===== src/core/loop_guard_pkg.sv =====
package loop_guard_pkg;

  // apb geometry
  localparam int ADDR_W = 20;
  localparam int DATA_W = 32;

  // register indices; byte address is four times the index
  localparam logic [15:0] MODE_IDX = 16'hFF98;
  localparam logic [15:0] RESTART_IDX = 16'hFF99;
  localparam logic [15:0] CAUSE_IDX = 16'hFF9A;
  localparam logic [ADDR_W-1:0] MODE_ADDR = {2'b00, MODE_IDX, 2'b00};
  localparam logic [ADDR_W-1:0] RESTART_ADDR = {2'b00, RESTART_IDX, 2'b00};
  localparam logic [ADDR_W-1:0] CAUSE_ADDR = {2'b00, CAUSE_IDX, 2'b00};

  // mode register fields and values
  localparam logic [7:0] MODE_RESET = 8'h67;
  localparam logic [2:0] MODE_FIXED_TOP = 3'h3;
  localparam int CS_HI_BIT = 4;
  localparam int CS_LO_BIT = 3;
  localparam int PERIOD_MSB = 2;

  // restart register codes
  localparam logic [7:0] RESTART_CODE = 8'hAC;
  localparam logic [7:0] RESTART_READ = 8'h9A;

  // reset cause register field
  localparam int CAUSE_BIT = 4;

  // counter geometry: overflow length is 2^(base + period code)
  localparam int CNT_W = 21;
  localparam logic [4:0] RING_BASE = 5'h0B;
  localparam logic [4:0] XTAL_BASE = 5'h0D;

  typedef enum logic [1:0] {
    BUS_IDLE,
    BUS_WAIT,
    BUS_ACK
  } bus_phase_t;

  typedef struct packed {
    bus_phase_t phase;
    logic pready;
    logic pslverr;
    logic [DATA_W-1:0] prdata;
    logic [7:0] mode;
    logic locked;
    logic [CNT_W-1:0] cnt;
    logic wdrst;
    logic cause;
  } guard_state_t;

endpackage


===== src/core/loop_guard_timer.sv =====
`timescale 1ns/1ns
// Contract
// - Counter overflow raises the internal system reset.
// - A watchdog reset sets the cause flag at bit 4 of the cause register.
// - Period code 0..7 gives 2^11..2^18 oscillator or 2^13..2^20 crystal clocks.
// - Source code 00 oscillator, 01 crystal, upper bit set stops counting.
// - Non-stoppable option ignores source writes and always uses the oscillator.
// - After reset, count from the oscillator at period code 111.
// - Mode register resets to 67H.
// - Mode register readable always, writable once; a second write resets unless the stop code is set.
// - Every mode register write inserts one wait cycle on the bus.
// - Non-stoppable option: no stop, only the period changes, once.
// - Stoppable option: source and period change once; stop code halts it.
// - Crystal source pauses while crystal stopped, in halt/stop, or settling.
// - Oscillator source pauses in halt/stop, or oscillator off while on crystal, except in the non-stoppable option.
// - Writing ACH to restart clears the counter; software must do so in time.
// - Any other restart write, or partial write, resets at once unless the stop code is set.
// - Restart register always reads 9AH.
// - Writing the mode register clears the counter; a second write while the stop code is set leaves it unchanged.
module loop_guard_timer
  import loop_guard_pkg::*;
(
  // clock and reset
  input wire logic CLK_I,
  input wire logic RST_I,
  // apb slave
  input wire logic PSEL_I,
  input wire logic PENABLE_I,
  input wire logic PWRITE_I,
  input wire logic [loop_guard_pkg::ADDR_W-1:0] PADDR_I,
  input wire logic [loop_guard_pkg::DATA_W-1:0] PWDATA_I,
  input wire logic [3:0] PSTRB_I,
  output logic PREADY_O,
  output logic [loop_guard_pkg::DATA_W-1:0] PRDATA_O,
  output logic PSLVERR_O,
  // option strap and clock status
  input wire logic OPT_NO_STOP_I,
  input wire logic RING_TICK_I,
  input wire logic XTAL_TICK_I,
  input wire logic XTAL_RUN_I,
  input wire logic HALT_I,
  input wire logic STOP_I,
  input wire logic OSC_SETTLE_I,
  input wire logic CPU_ON_XTAL_I,
  input wire logic RING_OFF_I,
  // reset outputs
  output logic WD_RESET_O,
  output logic WD_CAUSE_O
);
  import loop_guard_pkg::*;

  guard_state_t q, d;
  logic access;
  logic hit_mode, hit_rst, hit_cause;
  logic stopped, use_xtal, tick, ovf, fire;
  logic eff_mode, eff_rst, good_rst;
  logic [4:0] sh;
  logic [CNT_W-1:0] nxt;

  always_comb begin
    d = q;
    d.wdrst = 1'b0;
    access = PSEL_I & PENABLE_I;
    hit_mode = PADDR_I == MODE_ADDR;
    hit_rst = PADDR_I == RESTART_ADDR;
    hit_cause = PADDR_I == CAUSE_ADDR;
    fire = 1'b0;
    // stop code only honoured when the option allows it
    stopped = q.mode[CS_HI_BIT] & ~OPT_NO_STOP_I;
    use_xtal = q.mode[CS_LO_BIT] & ~q.mode[CS_HI_BIT] & ~OPT_NO_STOP_I;
    // clock gating of the count enable
    if (OPT_NO_STOP_I) begin
      tick = RING_TICK_I;
    end else if (stopped) begin
      tick = 1'b0;
    end else if (use_xtal) begin
      tick = XTAL_TICK_I & XTAL_RUN_I & ~HALT_I & ~STOP_I & ~OSC_SETTLE_I;
    end else begin
      tick = RING_TICK_I & ~HALT_I & ~STOP_I & ~(CPU_ON_XTAL_I & RING_OFF_I);
    end
    // overflow length selection
    sh = (use_xtal ? XTAL_BASE : RING_BASE) + {2'b00, q.mode[PERIOD_MSB:0]};
    nxt = q.cnt + CNT_W'(1);
    ovf = nxt[sh];
    if (tick) begin
      if (ovf) begin
        fire = 1'b1;
      end else begin
        d.cnt = nxt;
      end
    end
    eff_mode = 1'b0;
    eff_rst = 1'b0;
    good_rst = PSTRB_I[0] & (PWDATA_I[7:0] == RESTART_CODE);
    // bus phases
    case (q.phase)
      BUS_IDLE: begin
        if (access) begin
          d.pslverr = ~(hit_mode | hit_rst | hit_cause);
          if (hit_mode) begin
            d.prdata = {24'h000000, q.mode};
          end else if (hit_rst) begin
            d.prdata = {24'h000000, RESTART_READ};
          end else if (hit_cause) begin
            d.prdata = DATA_W'({q.cause, 4'h0});
          end else begin
            d.prdata = '0;
          end
          if (PWRITE_I & hit_mode) begin
            d.phase = BUS_WAIT;
            d.pready = 1'b0;
          end else begin
            d.phase = BUS_ACK;
            d.pready = 1'b1;
          end
        end
      end
      BUS_WAIT: begin
        d.phase = BUS_ACK;
        d.pready = 1'b1;
      end
      BUS_ACK: begin
        d.phase = BUS_IDLE;
        d.pready = 1'b0;
        d.pslverr = 1'b0;
        if (access & PWRITE_I) begin
          if (hit_mode) begin
            eff_mode = 1'b1;
            if (!q.locked) begin
              if (PSTRB_I[0]) begin
                if (OPT_NO_STOP_I) begin
                  d.mode = {MODE_FIXED_TOP, 2'b00, PWDATA_I[PERIOD_MSB:0]};
                end else begin
                  d.mode = PWDATA_I[7:0];
                end
                d.locked = 1'b1;
                d.cnt = '0;
              end
            end else if (!stopped) begin
              fire = 1'b1;
            end
          end else if (hit_rst) begin
            eff_rst = 1'b1;
            if (good_rst) begin
              d.cnt = '0;
            end else if (!stopped) begin
              fire = 1'b1;
            end
          end else if (hit_cause & PWDATA_I[CAUSE_BIT]) begin
            d.cause = 1'b0;
          end
        end
      end
      default: begin
        d.phase = BUS_IDLE;
        d.pready = 1'b0;
      end
    endcase
    // internal reset reinitialises the guard and sets the cause flag
    if (fire) begin
      d.wdrst = 1'b1;
      d.cause = 1'b1;
      d.mode = MODE_RESET;
      d.locked = 1'b0;
      d.cnt = '0;
    end
  end

  always_ff @(posedge CLK_I or posedge RST_I) begin
    if (RST_I) begin
      q <= '{phase: BUS_IDLE, pready: 1'b0, pslverr: 1'b0, prdata: '0, mode: MODE_RESET,
             locked: 1'b0, cnt: '0, wdrst: 1'b0, cause: 1'b0};
    end else begin
      q <= d;
    end
  end

  assign PREADY_O = q.pready;
  assign PRDATA_O = q.prdata;
  assign PSLVERR_O = q.pslverr;
  assign WD_RESET_O = q.wdrst;
  assign WD_CAUSE_O = q.cause;
endmodule


===== config.mk =====
export PLATFORM = sky130hd
export DESIGN_NAME = loop_guard_timer
export DESIGN_NICKNAME = d
export VERILOG_FILES = /design/src/core/loop_guard_pkg.sv /design/src/core/loop_guard_timer.sv
export SDC_FILE = /design/constraint.sdc
export NUM_CORES = 1
export LEC_CHECK = 0
export ABC_AREA = 0
export BUFFER_PORTS_ARGS = -buffer_cell sky130_fd_sc_hd__buf_2
export CELL_PAD_IN_SITES_DETAIL_PLACEMENT = 0
export CELL_PAD_IN_SITES_GLOBAL_PLACEMENT = 1
export CORE_MARGIN = 8
export CORE_UTILIZATION = 40
export DETAILED_ROUTE_END_ITERATION = 7
export PLACE_DENSITY = 0.95
export RECOVER_POWER = 25
export REMOVE_ABC_BUFFERS = 1
export SLEW_MARGIN = 20
export SYNTH_ARGS = -nofsm -noshare
export SYNTH_HDL_FRONTEND = slang
export SYNTH_SLANG_ARGS = --single-unit

===== constraint.sdc =====
create_clock -name CLK_I -period 6.55 [get_ports CLK_I]
set_clock_uncertainty 0.2 [all_clocks]
set_input_delay 0.655 -clock CLK_I [delete_from_list [all_inputs] [get_ports CLK_I]]
set_output_delay 0.655 -clock CLK_I [all_outputs]
set_load 0.01 [all_outputs]

Word-level counts from Yosys, hierarchy flattened
Index checks and enable logic that the tools add are counted.

storage, ports and cells
  bits in registers = 68
  latch bits = 0
  memory bits (writable) = 0
  ROM bits = 0
  input bits = 70
  output and inout port bits = 36
  memories = 0

operators by class
  add/subtract/negate cells = 2
  multiply operators = 0
  divide/modulo/power cells = 0
  $lt $le $gt $ge = 1
  eq/ne operators = 10
  shift operators = 0
  multiplexer cells = 39
  bitwise gates (word level) = 25
  reductions and logical operators = 12

operators by type and width
  kind                                                        number
  2-to-1 mux 30 bit                                           4
  2-to-1 mux 21 bit                                           5
  == test 20 x 18 -> 1 bit, second input constant             3
  2-to-1 mux 36 bit                                           1
  2-to-1 mux 32 bit                                           1
  2-to-1 mux 8 bit                                            3
  adder 21 x 1 -> 21 bit, second input constant               1
  2-to-1 mux 1 bit                                            18
  AND 1 bit                                                   16
  nonzero test 2 bit                                          6
  AND reduction 5 bit                                         2
  2-to-1 mux 9 bit                                            1
  == test 8 bit, second input constant                        1
  inverter 1 bit                                              7
  less-than comparator 5 x 6 -> 1 bit, second input constant  1
  2-to-1 mux 3 bit                                            2
  != test 2 x 1 -> 1 bit, second input constant               3
  case mux 3 bit (2 select lines)                             1
  adder 4 x 3 -> 5 bit                                        1
  binary-select mux 1 bit (select 5 bit)                      1
  2-to-1 mux 5 bit                                            1
  AND reduction 2 bit                                         2
  AND reduction 3 bit                                         1
  == test 2 x 1 -> 1 bit, second input constant               1
  other kinds (5)                                             6

Longest topological paths before layout
Gate-level depths: netlist (run 1).

  depth in word-level cells = 17
  mapped depth = 15

Worst setup path after synthesis (run 1)
No wires, ideal clock.

  path kind = input-to-reg
  start = input port OPT_NO_STOP_I
  end = register q[16] in the netlist's numbering
  arrival time = 3413 ps
  slack = 2860 ps
  stages = 13
  buffers on the path = 1
  cell sequence = nor2_1 nand2_1 inv_1 fa_1 fa_1 inv_1 o211ai_1 a21oi_1 o31a_1 a221o_2 buf_6 or4_1 a21oi_1

RTL lines
  item                  RTL line                 source
  start, declared       loop_guard_timer.sv:37   input wire logic OPT_NO_STOP_I,
  end signal, assigned  loop_guard_timer.sv:171  q <= '{phase: BUS_IDLE, pready: 1'b0, pslverr: 1'b0, prdata: '0, mode: MODE_RESET,
  end, declared         loop_guard_timer.sv:52   guard_state_t q, d;

==> metrics.txt, run 1 <==
postcts setup bufs=0; fin nets=approximately 500; drt drc=0; Final setup viols=0; Final Slew Violations=44; Critical Path Sink Type=register; H-tree depth=2; share of cells above drive strength 1=between 20 and 25%; multi-input logic area=1936 sq um; Die Y=~110 um; vias in the first global route=slightly above 3000; failing checks=max-capacitance violations, max-slew violations; total gr overflow=0; clk_lat worst skew=approximately 0.30 ns; mapped cell area=between 3000 and 4000 sq um; Buf/Inv on CP=2; sequential fraction of the synthesis area=32.79%; Tcrit/Tclk final=68.91%; CTS resizes=0; Die ar.=~11000 sq um; area leader, netlist=dfrtp_1; width of the chip=106.8 um; Post-synth ARST share=between 90% and 100%; Placer Congestion=just over 0.9; crit path kind=register to register; Yosys top cell area share=about 29%; vias=around 3000; clock-pin transition on the worst setup and hold timing paths=about 0.090 ns; post-route ant nets=0; cell area power density=278.8 nW/um^2; dpl cell area=~3500 sq um; synthesized area per cell=8.463 sq um; CTS tree=done; IO Port Bufs=54; Overall Global Routing Usage=about 15%; Worst-Margin Slew=2.271 ns; total negative slack=0 ns; CP Data Required Time=around 6.6 ns; commonest cells in the netlist=dfrtp_1 (38), nand2_1 (35), buf_4 (34); Synth cell types=64; CTS sink cnt=43; Post-Route Utilization=approximately 44%; Via density=roughly 5.6; CTS root buffer=clkbuf_8; antenna violations before repair=0; Post-synth EDFFs=0; Max Fclk=221.6 MHz; num rows=33; core area=~8100 sq um; status=finished, violations left; Rel. slew slack=-51.40%; Pre-Repair DR Iteration Count=4; register area=between 1000 and 1500 sq um; hold_buf cts=0; overall power=roughly 0.0010 W; Finished Cell Area=about 3600 sq um; HPWL after DPL=6315 um; total wire length=approximately 8300 um; Filler cells=approximately 840; CP arrival=around 4.5 ns; placed cells=roughly 520; Antenna diodes=0; FF+latch count, synth=43; minimum clock period=between 4 and 5 ns; routed len/inst=about 16 um; RSZ-0062 raised after global routing=false; Max FO, Critical Path=40; starting density of the core=between 40% and 50%; Starting DRT DRC Count=~210; Clock Tree Buf Depth=2; Min-Delay Path Class=register to register; Slowest-stage cell, CP=fa_1; I/O pin count=about 110; cell family with most CP delay=compound AO/OA/AOI/OAI gates; Primary FF master, synth=dfrtp_1; first-pass GRT wire length=roughly 14000 um; Area contributors post-synth=dfrtp_1 (29%), buf_4 (7.7%), a21oi_1 (4.1%); Syn-to-layout area delta=8.491%; endpoints failing hold=0; crit path launch type=register; pin count of the biggest net entering global routing=44; cell with the most instances after synthesis=dfrtp_1; Max Cap Viol=1; crit path cell chain=inv_1 > fa_1 > inv_2 > or3_1 > mux2i_1 > o41ai_1 > a41o_1 > a221o_2 > or4_1 > a21oi_1; cells after synthesis=390; CTS buffer count=5; Peak VDD IR=roughly 140 uV; Yosys warnings=0; leakage=~1.5 nW; fin cells=roughly 530; largest stage delay on the critical path=roughly 0.94 ns
## where the power goes
group | switching [W] | internal [W] | total [W]
Combinational | 0.000207 | 0.000141 | 0.000348
Clock | 0.000102 | 0.000116 | 0.000217
Sequential | 0.000105 | 0.000328 | 0.000433
Total | 0.000413 | 0.000585 | 0.000998
## placed cells by master, fill, tap and decap left out, types with 3 or more instances in the layout
cell      instances
inv_1             7
buf_2            54
and3_1            8
or3_1            20
nor4_1            5
conb_1           24
nand3_2           5
nor4b_1           3
nor2_1           23
dfstp_2           5
o31ai_1          11
dfrtp_1          38
o21ai_0          19
nor3_1           11
nand4b_1          4
a211oi_1          3
or4_1            10
xor2_1            4
mux2i_1           6
nand3_1          19
ha_1              3
nand4_1           7
a21oi_1          27
clkbuf_8          5
a211o_1           3
mux2_2            4
and4_1            4
xnor2_1           4
nand2_1          35
a31oi_1           4
## path summary, 6_finish.rpt
kind | start | end | slack [ns] | depth (start not counted)
worst min register to register | PRDATA_O[0] | PRDATA_O[0] | 0.27 | 2
max in group asynchronous | RST_I | q[20] | 3.89 | 3
worst min-delay path | PRDATA_O[0] | PRDATA_O[0] | 0.27 | 2
worst max register to register | q[24] | q[17] | 2.04 | 10
min in group asynchronous | RST_I | PRDATA_O[5] | 0.97 | 3
worst max-delay path | q[24] | q[17] | 2.04 | 10
## through the flow
| step | worst slack, ns | hold slack [ns] |
|---|---|---|
| finish | 2.036 | 0.2677 |
| detailed placement | 2.029 | 0.2548 |
| floorplan | 2.711 | 0.2846 |
| CTS | 2.051 | 0.2761 |
| global placement | 2.113 | 0.2472 |
| global route | 1.753 | 0.3047 |
## routing by layer
| metal | wire length, um | part of all wire [%] | vias to the layer above | GRT usage (%) |
|---|---|---|---|---|
| met3 | 562 | 6.8 | 9 | 4.199 |
| met4 | 91 | 1.1 | 0 | 4.623 |
| met5 | 0 | 0 | - | 0 |
| met1 | 3722 | 45 | 1433 | 17.63 |
| li1 | - | - | 1461 | - |
| met2 | 3927 | 47 | 99 | 24.60 |
## cell type report
type / instances / share of cell area [%]
clock buffers: 5 / 1.922
clock inverters: 3 / 1.328
inverters: 9 / 0.9434
multi-input cells: 311 / 54.05
flip-flops and latches: 43 / 30.22
well taps: 105 / 3.669
repair buffers: 56 / 7.862
## tightest hold or removal path: stages (launching register included)
cell	delay, ns
dfrtp_1	0.35
nand2_1	0.05
nand2_1	0.05
## kinds of logic (layout without fill, tap and decap cells)
kind of cell             Yosys count  after routing  synth area share, %
multiplexers                      10             10                3.184
AO/OA/AOI/OAI                     87             87                16.79
AND/OR/NAND/NOR                  177            177                31.46
XOR/XNOR                           8              8                2.123
other                              1             24               0.1136
flip-flops                        43             43                32.79
adder cells (fa/ha/maj)            5              5                2.350
buffers and inverters             59             73                11.18
## registers in the layout (all words and copies together) (netlist names)
register and count:
WD_CAUSE_O 1, WD_RESET_O 1, q 32, PRDATA_O 8
PSLVERR_O 1
(Power assumes the default switching activity.)
==> run 2, diff against run 1 <==
--- a/config.mk
+++ b/config.mk
@@ -5,14 +5,14 @@
 export SDC_FILE = /design/constraint.sdc
 export NUM_CORES = 1
 export LEC_CHECK = 0
-export ABC_AREA = 0
+export ABC_AREA = 1
 export BUFFER_PORTS_ARGS = -buffer_cell sky130_fd_sc_hd__buf_2
 export CELL_PAD_IN_SITES_DETAIL_PLACEMENT = 0
 export CELL_PAD_IN_SITES_GLOBAL_PLACEMENT = 1
 export CORE_MARGIN = 8
-export CORE_UTILIZATION = 40
+export CORE_UTILIZATION = 32
 export DETAILED_ROUTE_END_ITERATION = 7
-export PLACE_DENSITY = 0.95
+export PLACE_DENSITY = 0.87
 export RECOVER_POWER = 25
 export REMOVE_ABC_BUFFERS = 1
 export SLEW_MARGIN = 20
==> constraint.sdc (replaced) <==
create_clock -name CLK_I -period 3.8 [get_ports CLK_I]
set_clock_uncertainty 0.2 [all_clocks]
set_input_delay 0.38 -clock CLK_I [delete_from_list [all_inputs] [get_ports CLK_I]]
set_output_delay 0.38 -clock CLK_I [all_outputs]
set_load 0.01 [all_outputs]
==> metrics.txt, run 2 <==
drt drc=0 (unchanged); I/O pin count=106 (unchanged); HPWL after DPL=7136 um (was 6315 um); leakage=1.961 nW (was 1.520 nW); Synth cell types=39 (was 64); Antenna diodes=0 (unchanged); synthesized area per cell=6.643 sq um (was 8.463 sq um); cell with the most instances after synthesis=nand2_1 (was dfrtp_1); Yosys warnings=0 (unchanged); postcts setup bufs=0 (unchanged); worst hold slack=0.1547 ns (was 0.2677 ns); placed cells=703 (was 524); Post-synth ARST share=100.0% (unchanged); number of flip-flops in the largest register=32 (unchanged); area leader, netlist=dfrtp_1 (unchanged); CTS buffer count=5 (unchanged); crit path launch type=register (unchanged); clk_lat worst skew=0.31 ns (was 0.30 ns); Most Crowded Layer GR=met2 (unchanged); Syn-to-layout area delta=11.34% (was 8.491%); Clock Tree Buf Depth=2 (unchanged); antenna violations before repair=0 (unchanged); Starting DRT DRC Count=202 (was 205); Max Fclk=295.5 MHz (was 221.6 MHz); core area=10700 sq um (was 8093 sq um); CTS resizes=0 (unchanged); Area contributors post-synth=dfrtp_1 (28%), nand2_1 (16%), nand3_1 (8.5%) (was dfrtp_1 (29%), buf_4 (7.7%), a21oi_1 (4.1%)); Reg with most FFs=q (unchanged); worst hold stages=3 (was 2); r2r setup slk=0.42 ns (was 2.04 ns); Post-synth EDFFs=0 (unchanged); cells after synthesis=520 (was 390); R2R cell count=16 (was 10); CP arrival=3.37 ns (was 4.54 ns); Slowest-stage cell, CP=fa_1 (unchanged); total wire length=8972 um (was 8303 um); clock power share=17.3% (was 21.8%); cell family with most CP delay=adder cells (was compound AO/OA/AOI/OAI gates); first-pass GRT wire length=15250 um (was 14010 um); Yosys top cell area share=27.53% (was 28.81%); Rel. slew slack=-63.61% (was -51.40%); vias in the first global route=3418 (was 3083); cell area power density=568.7 nW/um^2 (was 278.8 nW/um^2); CTS sink cnt=43 (unchanged); endpoints failing hold=0 (unchanged); commonest cells in the netlist=nand2_1 (149), nand3_1 (59), inv_1 (58) (was dfrtp_1 (38), nand2_1 (35), buf_4 (34)); largest stage delay on the critical path=0.56 ns (was 0.94 ns); Placer Congestion=0.8446 (was 0.9325); Max FO, Critical Path=20 (was 40); sequential fraction of the synthesis area=31.33% (was 32.79%); clock-pin transition on the worst setup and hold timing paths=0.09 ns (about the same); pin count of the biggest net entering global routing=44 (unchanged); Via density=4.738 (was 5.643); total negative slack=0 ns (unchanged); fin cells=711 (was 532); post-route ant nets=0 (unchanged); Buf/Inv on CP=3 (was 2); FF-to-FF End=q[17] (unchanged); H-tree depth=2 (unchanged); starting density of the core=32.29% (was 40.79%); share of power burned in registers=34.3% (was 43.4%); most common cell after layout, fill and taps aside=nand2_1 (was buf_2); CP Data Required Time=3.78 ns (was 6.57 ns); commonest non-fill, non-tap cells in the layout=nand2_1 (149), nand3_1 (59), inv_1 (57) (was buf_2 (54), dfrtp_1 (38), nand2_1 (35)); routed len/inst=12.62 um (was 15.61 um); IO Port Bufs=54 (unchanged); RSZ-0062 raised after global routing=false (unchanged); num rows=38 (was 33); sw power=0.001009 W (was 0.0004132 W); Worst Hold Launch=PWRITE_I (was PRDATA_O[0]); hold endpoint=q[66] (was PRDATA_O[0]); met2 GRT Util=21.55% (was 24.60%); Min-Delay Path Class=input pin to register (was register to register); crit path cell chain=inv_1 > nor3_1 > buf_4 > fa_1 > fa_1 > o21ai_0 > nor2_1 > a21oi_1 > a21boi_0 > nand2_1 > nand2_2 > nand2_4 > o21ai_4 > inv_6 > nand2_4 > nor2_1 (was inv_1 > fa_1 > inv_2 > or3_1 > mux2i_1 > o41ai_1 > a41o_1 > a221o_2 > or4_1 > a21oi_1); overall power=0.002187 W (was 0.0009982 W); Worst-Margin Slew=2.454 ns (was 2.271 ns); share of cells above drive strength 1=18.04% (was 20.61%); Pre-Repair DR Iteration Count=4 (unchanged); met1 Use GR=15.60% (was 17.63%); Final Slew Violations=44 (unchanged); total internal power=0.001178 W (was 0.0005850 W); vias=3369 (was 3002); Die Y=119.9 um (was 106.8 um); Critical Path Sink Type=register (unchanged); width of the chip=119.9 um (was 106.8 um); crit path kind=register to register (unchanged); hold_buf cts=0 (unchanged); failing checks=max-capacitance violations, max-slew violations (unchanged); Tcrit/Tclk final=89.06% (was 68.91%); Max Cap Viol=1 (unchanged); CTS root buffer=clkbuf_8 (unchanged); Comb pwr share=48.4% (was 34.8%); Overall Global Routing Usage=12.67% (was 14.64%); met3 GRT Util=3.476% (was 4.199%); fin nets=645 (was 501); total gr overflow=0 (unchanged); Peak VDD IR=201.1 uV (was 136.5 uV); Final setup viols=0 (unchanged); Primary FF master, synth=dfrtp_1 (unchanged); Crit Reg-Reg Startpoint=q[27] (was q[24]); Die ar.=14380 sq um (was 11410 sq um); status=finished, violations left (unchanged); sw frac=46.13% (was 41.39%); minimum clock period=3.384 ns (was 4.514 ns); FF+latch count, synth=43 (unchanged); mapped cell area=3455 sq um (was 3301 sq um); CTS tree=done (unchanged)
==> run 2: worst max-delay path by stage <==
stage / from / slack, ns / to / cells past startpoint
2_1_floorplan: q[24] / 0.32 / q[5] / 12
6_report: q[27] / 0.42 / q[17] / 16
5_1_grt: q[28] / 0.17 / q[20] / 17
3_3_place_gp: OPT_NO_STOP_I / 0.38 / q[22] / 18
3_5_place_dp: OPT_NO_STOP_I / 0.36 / q[21] / 18
4_1_cts: q[27] / 0.41 / q[21] / 16
==> run 2: metrics by stage <==
step | cell area, sq um | worst slack, ns | util, %
6_report | 3846 | 0.4157 | 35.95
5_1_grt | 3846 | 0.1735 | 35.95
4_1_cts | 3850 | 0.4113 | 35.99
3_5_place_dp | 3734 | 0.3607 | 34.90
3_3_place_gp | 3734 | 0.3768 | 34.90
2_1_floorplan | 3236 | 0.3208 | -
==> run 2: kinds of logic after synthesis <==
family                   share of synthesized area [%]
AND/OR/NAND/NOR                                  42.05
adder cells (fa/ha/maj)                          2.246
other                                           0.1086
AO/OA/AOI/OAI                                    8.765
buffers and inverters                            15.50
flip-flops                                       31.33
==> run 2: final cells by class <==
cell class,instances,area (sq um)
tap,140,175.2
sequential,43,1082
clock buffer,5,68.82
inverter,60,230.2
multi-input combinational,399,1923
clock inverter,3,47.55
timing repair buffer,61,319.1
fill,1194,6852
==> run 2: power by group through the flow <==
stage / clock network, W / registers (W) / logic [W]
2_1_floorplan: 0 / 0.000718 / 0.000802
3_3_place_gp: 0 / 0.000751 / 0.00105
3_5_place_dp: 0 / 0.000756 / 0.00107
4_1_cts: 0.000389 / 0.000747 / 0.00107
5_1_grt: 0.000406 / 0.000768 / 0.00124
6_report: 0.000378 / 0.000750 / 0.00106
==> run 2: metal layers <==
layer	wire, um	up-vias
li1	-	1724
met1	4168	1547
met4	79	0
met2	4181	88
met5	0	-
met3	542	10
==> run 2: worst register-to-register path, stage by stage, from the launching register on <==
cell and delay, ns:
dfrtp_1 0.39, inv_1 0.12, nor3_1 0.09, buf_4 0.16, fa_1 0.39, fa_1 0.56, o21ai_0 0.10, nor2_1 0.11
a21oi_1 0.06, a21boi_0 0.19, nand2_1 0.10, nand2_2 0.10, nand2_4 0.06, o21ai_4 0.15, inv_6 0.13, nand2_4 0.28
nor2_1 0.09
==> run 3, diff against run 2 <==
--- a/config.mk
+++ b/config.mk
@@ -12,8 +12,7 @@
 export CORE_MARGIN = 8
 export CORE_UTILIZATION = 32
 export DETAILED_ROUTE_END_ITERATION = 7
-export PLACE_DENSITY = 0.87
-export RECOVER_POWER = 25
+export PLACE_DENSITY_LB_ADDON = 0.2
 export REMOVE_ABC_BUFFERS = 1
 export SLEW_MARGIN = 20
 export SYNTH_ARGS = -nofsm -noshare
==> metrics.txt, run 3 (synthesis gave the netlist of run 2 again) <==
Starting DRT DRC Count=167 (was 202); Clock Tree Buf Depth=2 (unchanged); starting density of the core=32.29% (unchanged); HPWL after DPL=7690 um (was 7136 um); crit path launch type=register (unchanged); Rel. slew slack=36.48% (was -63.61%); cell area power density=575.2 nW/um^2 (was 568.7 nW/um^2); num rows=38 (unchanged); pre-CTS setup slack=0.3835 ns (was 0.3607 ns); Critical Path Sink Type=register (unchanged); Via density=4.686 (was 4.738); clk_lat worst skew=0.31 ns (about the same); CTS sink cnt=43 (unchanged); number of flip-flops in the largest register=32 (unchanged); CTS resizes=0 (unchanged); I/O pin count=106 (unchanged); status=finished clean (was finished, violations left); CP arrival=3.35 ns (was 3.37 ns); total negative slack=0 ns (unchanged); first-pass GRT wire length=16190 um (was 15250 um); core area=10700 sq um (unchanged); Max Cap Viol=0 (was 1); routed len/inst=13.54 um (was 12.62 um); crit path kind=register to register (unchanged); Crit Reg-Reg Startpoint=q[24] (was q[27]); endpoints failing hold=0 (unchanged); RSZ-0062 raised after global routing=false (unchanged); Placer Congestion=0.8335 (was 0.8446); width of the chip=119.9 um (unchanged); Pre-Repair DR Iteration Count=4 (unchanged); Worst-Margin Slew=0.9514 ns (was 2.454 ns); FF-to-FF End=q[18] (was q[17]); worst hold slack=0.08215 ns (was 0.1547 ns); CP Launch Point=q[24] (was q[27]); Die ar.=14380 sq um (unchanged); hold_buf cts=0 (unchanged); share of cells above drive strength 1=18.25% (was 18.04%); Final Slew Violations=0 (was 44); Antenna diodes=0 (unchanged); minimum clock period=3.363 ns (was 3.384 ns); commonest non-fill, non-tap cells in the layout=nand2_1 (149), nand3_1 (59), inv_1 (57) (unchanged); clock-pin transition on the worst setup and hold timing paths=0.10 ns (was 0.09 ns); drt drc=0 (unchanged); Final setup viols=0 (unchanged); CTS root buffer=clkbuf_8 (unchanged); Finished Cell Area=3839 sq um (was 3846 sq um); most common cell after layout, fill and taps aside=nand2_1 (unchanged); vias=3327 (was 3369); leakage=1.963 nW (was 1.961 nW); vias in the first global route=3417 (was 3418); Worst Slack Setup Final=0.4370 ns (was 0.4157 ns); Max Fclk=297.4 MHz (was 295.5 MHz); post-route ant nets=0 (unchanged); antenna violations before repair=0 (unchanged); IO Port Bufs=54 (unchanged); Die Y=119.9 um (unchanged); CP Data Required Time=3.78 ns (about the same); Max FO, Critical Path=20 (unchanged); pin count of the biggest net entering global routing=44 (unchanged); fin nets=644 (was 645); r2r setup slk=0.44 ns (was 0.42 ns); H-tree depth=2 (unchanged); total gr overflow=0 (unchanged); R2R cell count=14 (was 16); Overall Global Routing Usage=13.65% (was 12.67%); dpl cell area=3726 sq um (was 3734 sq um); postcts setup bufs=0 (unchanged); Syn-to-layout area delta=11.12% (was 11.34%); Reg with most FFs=q (unchanged); CTS buffer count=5 (unchanged); Tcrit/Tclk final=88.50% (was 89.06%); CTS tree=done (unchanged); Min-Delay Path Class=input pin to async pin (was input pin to register); total wire length=9616 um (was 8972 um); Peak VDD IR=212.0 uV (was 201.1 uV)
==> run 3: changes by cell type in the layout (fill, tap and decap cells not counted), sizes merged <==
cell    delta
clkbuf     -1
==> run 3: critical path, cell delays in order, from the launching register on <==
cell	delay, ns
dfstp_2	0.54
clkinv_1	0.10
fa_1	0.46
fa_1	0.58
o21ai_0	0.11
nor2_1	0.10
a21oi_1	0.06
a21boi_0	0.18
nand2_1	0.10
nand2_2	0.09
nand2_4	0.06
o21ai_4	0.15
inv_6	0.13
nand2_4	0.28
nor2_1	0.08
==> run 3: worst max-delay path by stage <==
stage	to
after global placement	q[20]
after detailed placement	q[18]
after floorplan	q[5]
after global routing	q[18]
final	q[18]
after CTS	q[18]
==> run 3: layer usage <==
metal / vias up / global-route usage [%] / share of wire, %
li1: 1714 / - / -
met1: 1528 / 17.59 / 47
met2: 75 / 23.30 / 48
met3: 10 / 2.161 / 3.3
met4: 0 / 3.435 / 1.3
met5: - / 0 / 0
==> run 3: report_power, final <==
group          internal, W  switching [W]
Clock             0.000196       0.000178
Sequential        0.000602       0.000160
Combinational     0.000376       0.000696
Total              0.00117        0.00103
==> run 3: final cells by class <==
| class | count | area (sq um) |
|---|---|---|
| Fill cell | 1190 | 6859 |
| Multi-Input combinational cell | 399 | 1923 |
| Sequential cell | 43 | 1082 |
| Timing Repair Buffer | 60 | 315.3 |
| Inverter | 60 | 230.2 |
| Tap cell | 140 | 175.2 |
| Clock buffer | 5 | 68.82 |
| Clock inverter | 3 | 43.79 |
==> run 3: per-stage QoR <==
stage	utilization, %	total power (W)	cells
after CTS	35.88	0.002227	710
after global placement	34.83	0.001835	702
after detailed placement	34.83	0.001846	702
final	35.88	0.002208	710
after floorplan	-	0.001520	502
after global routing	35.88	0.002431	710
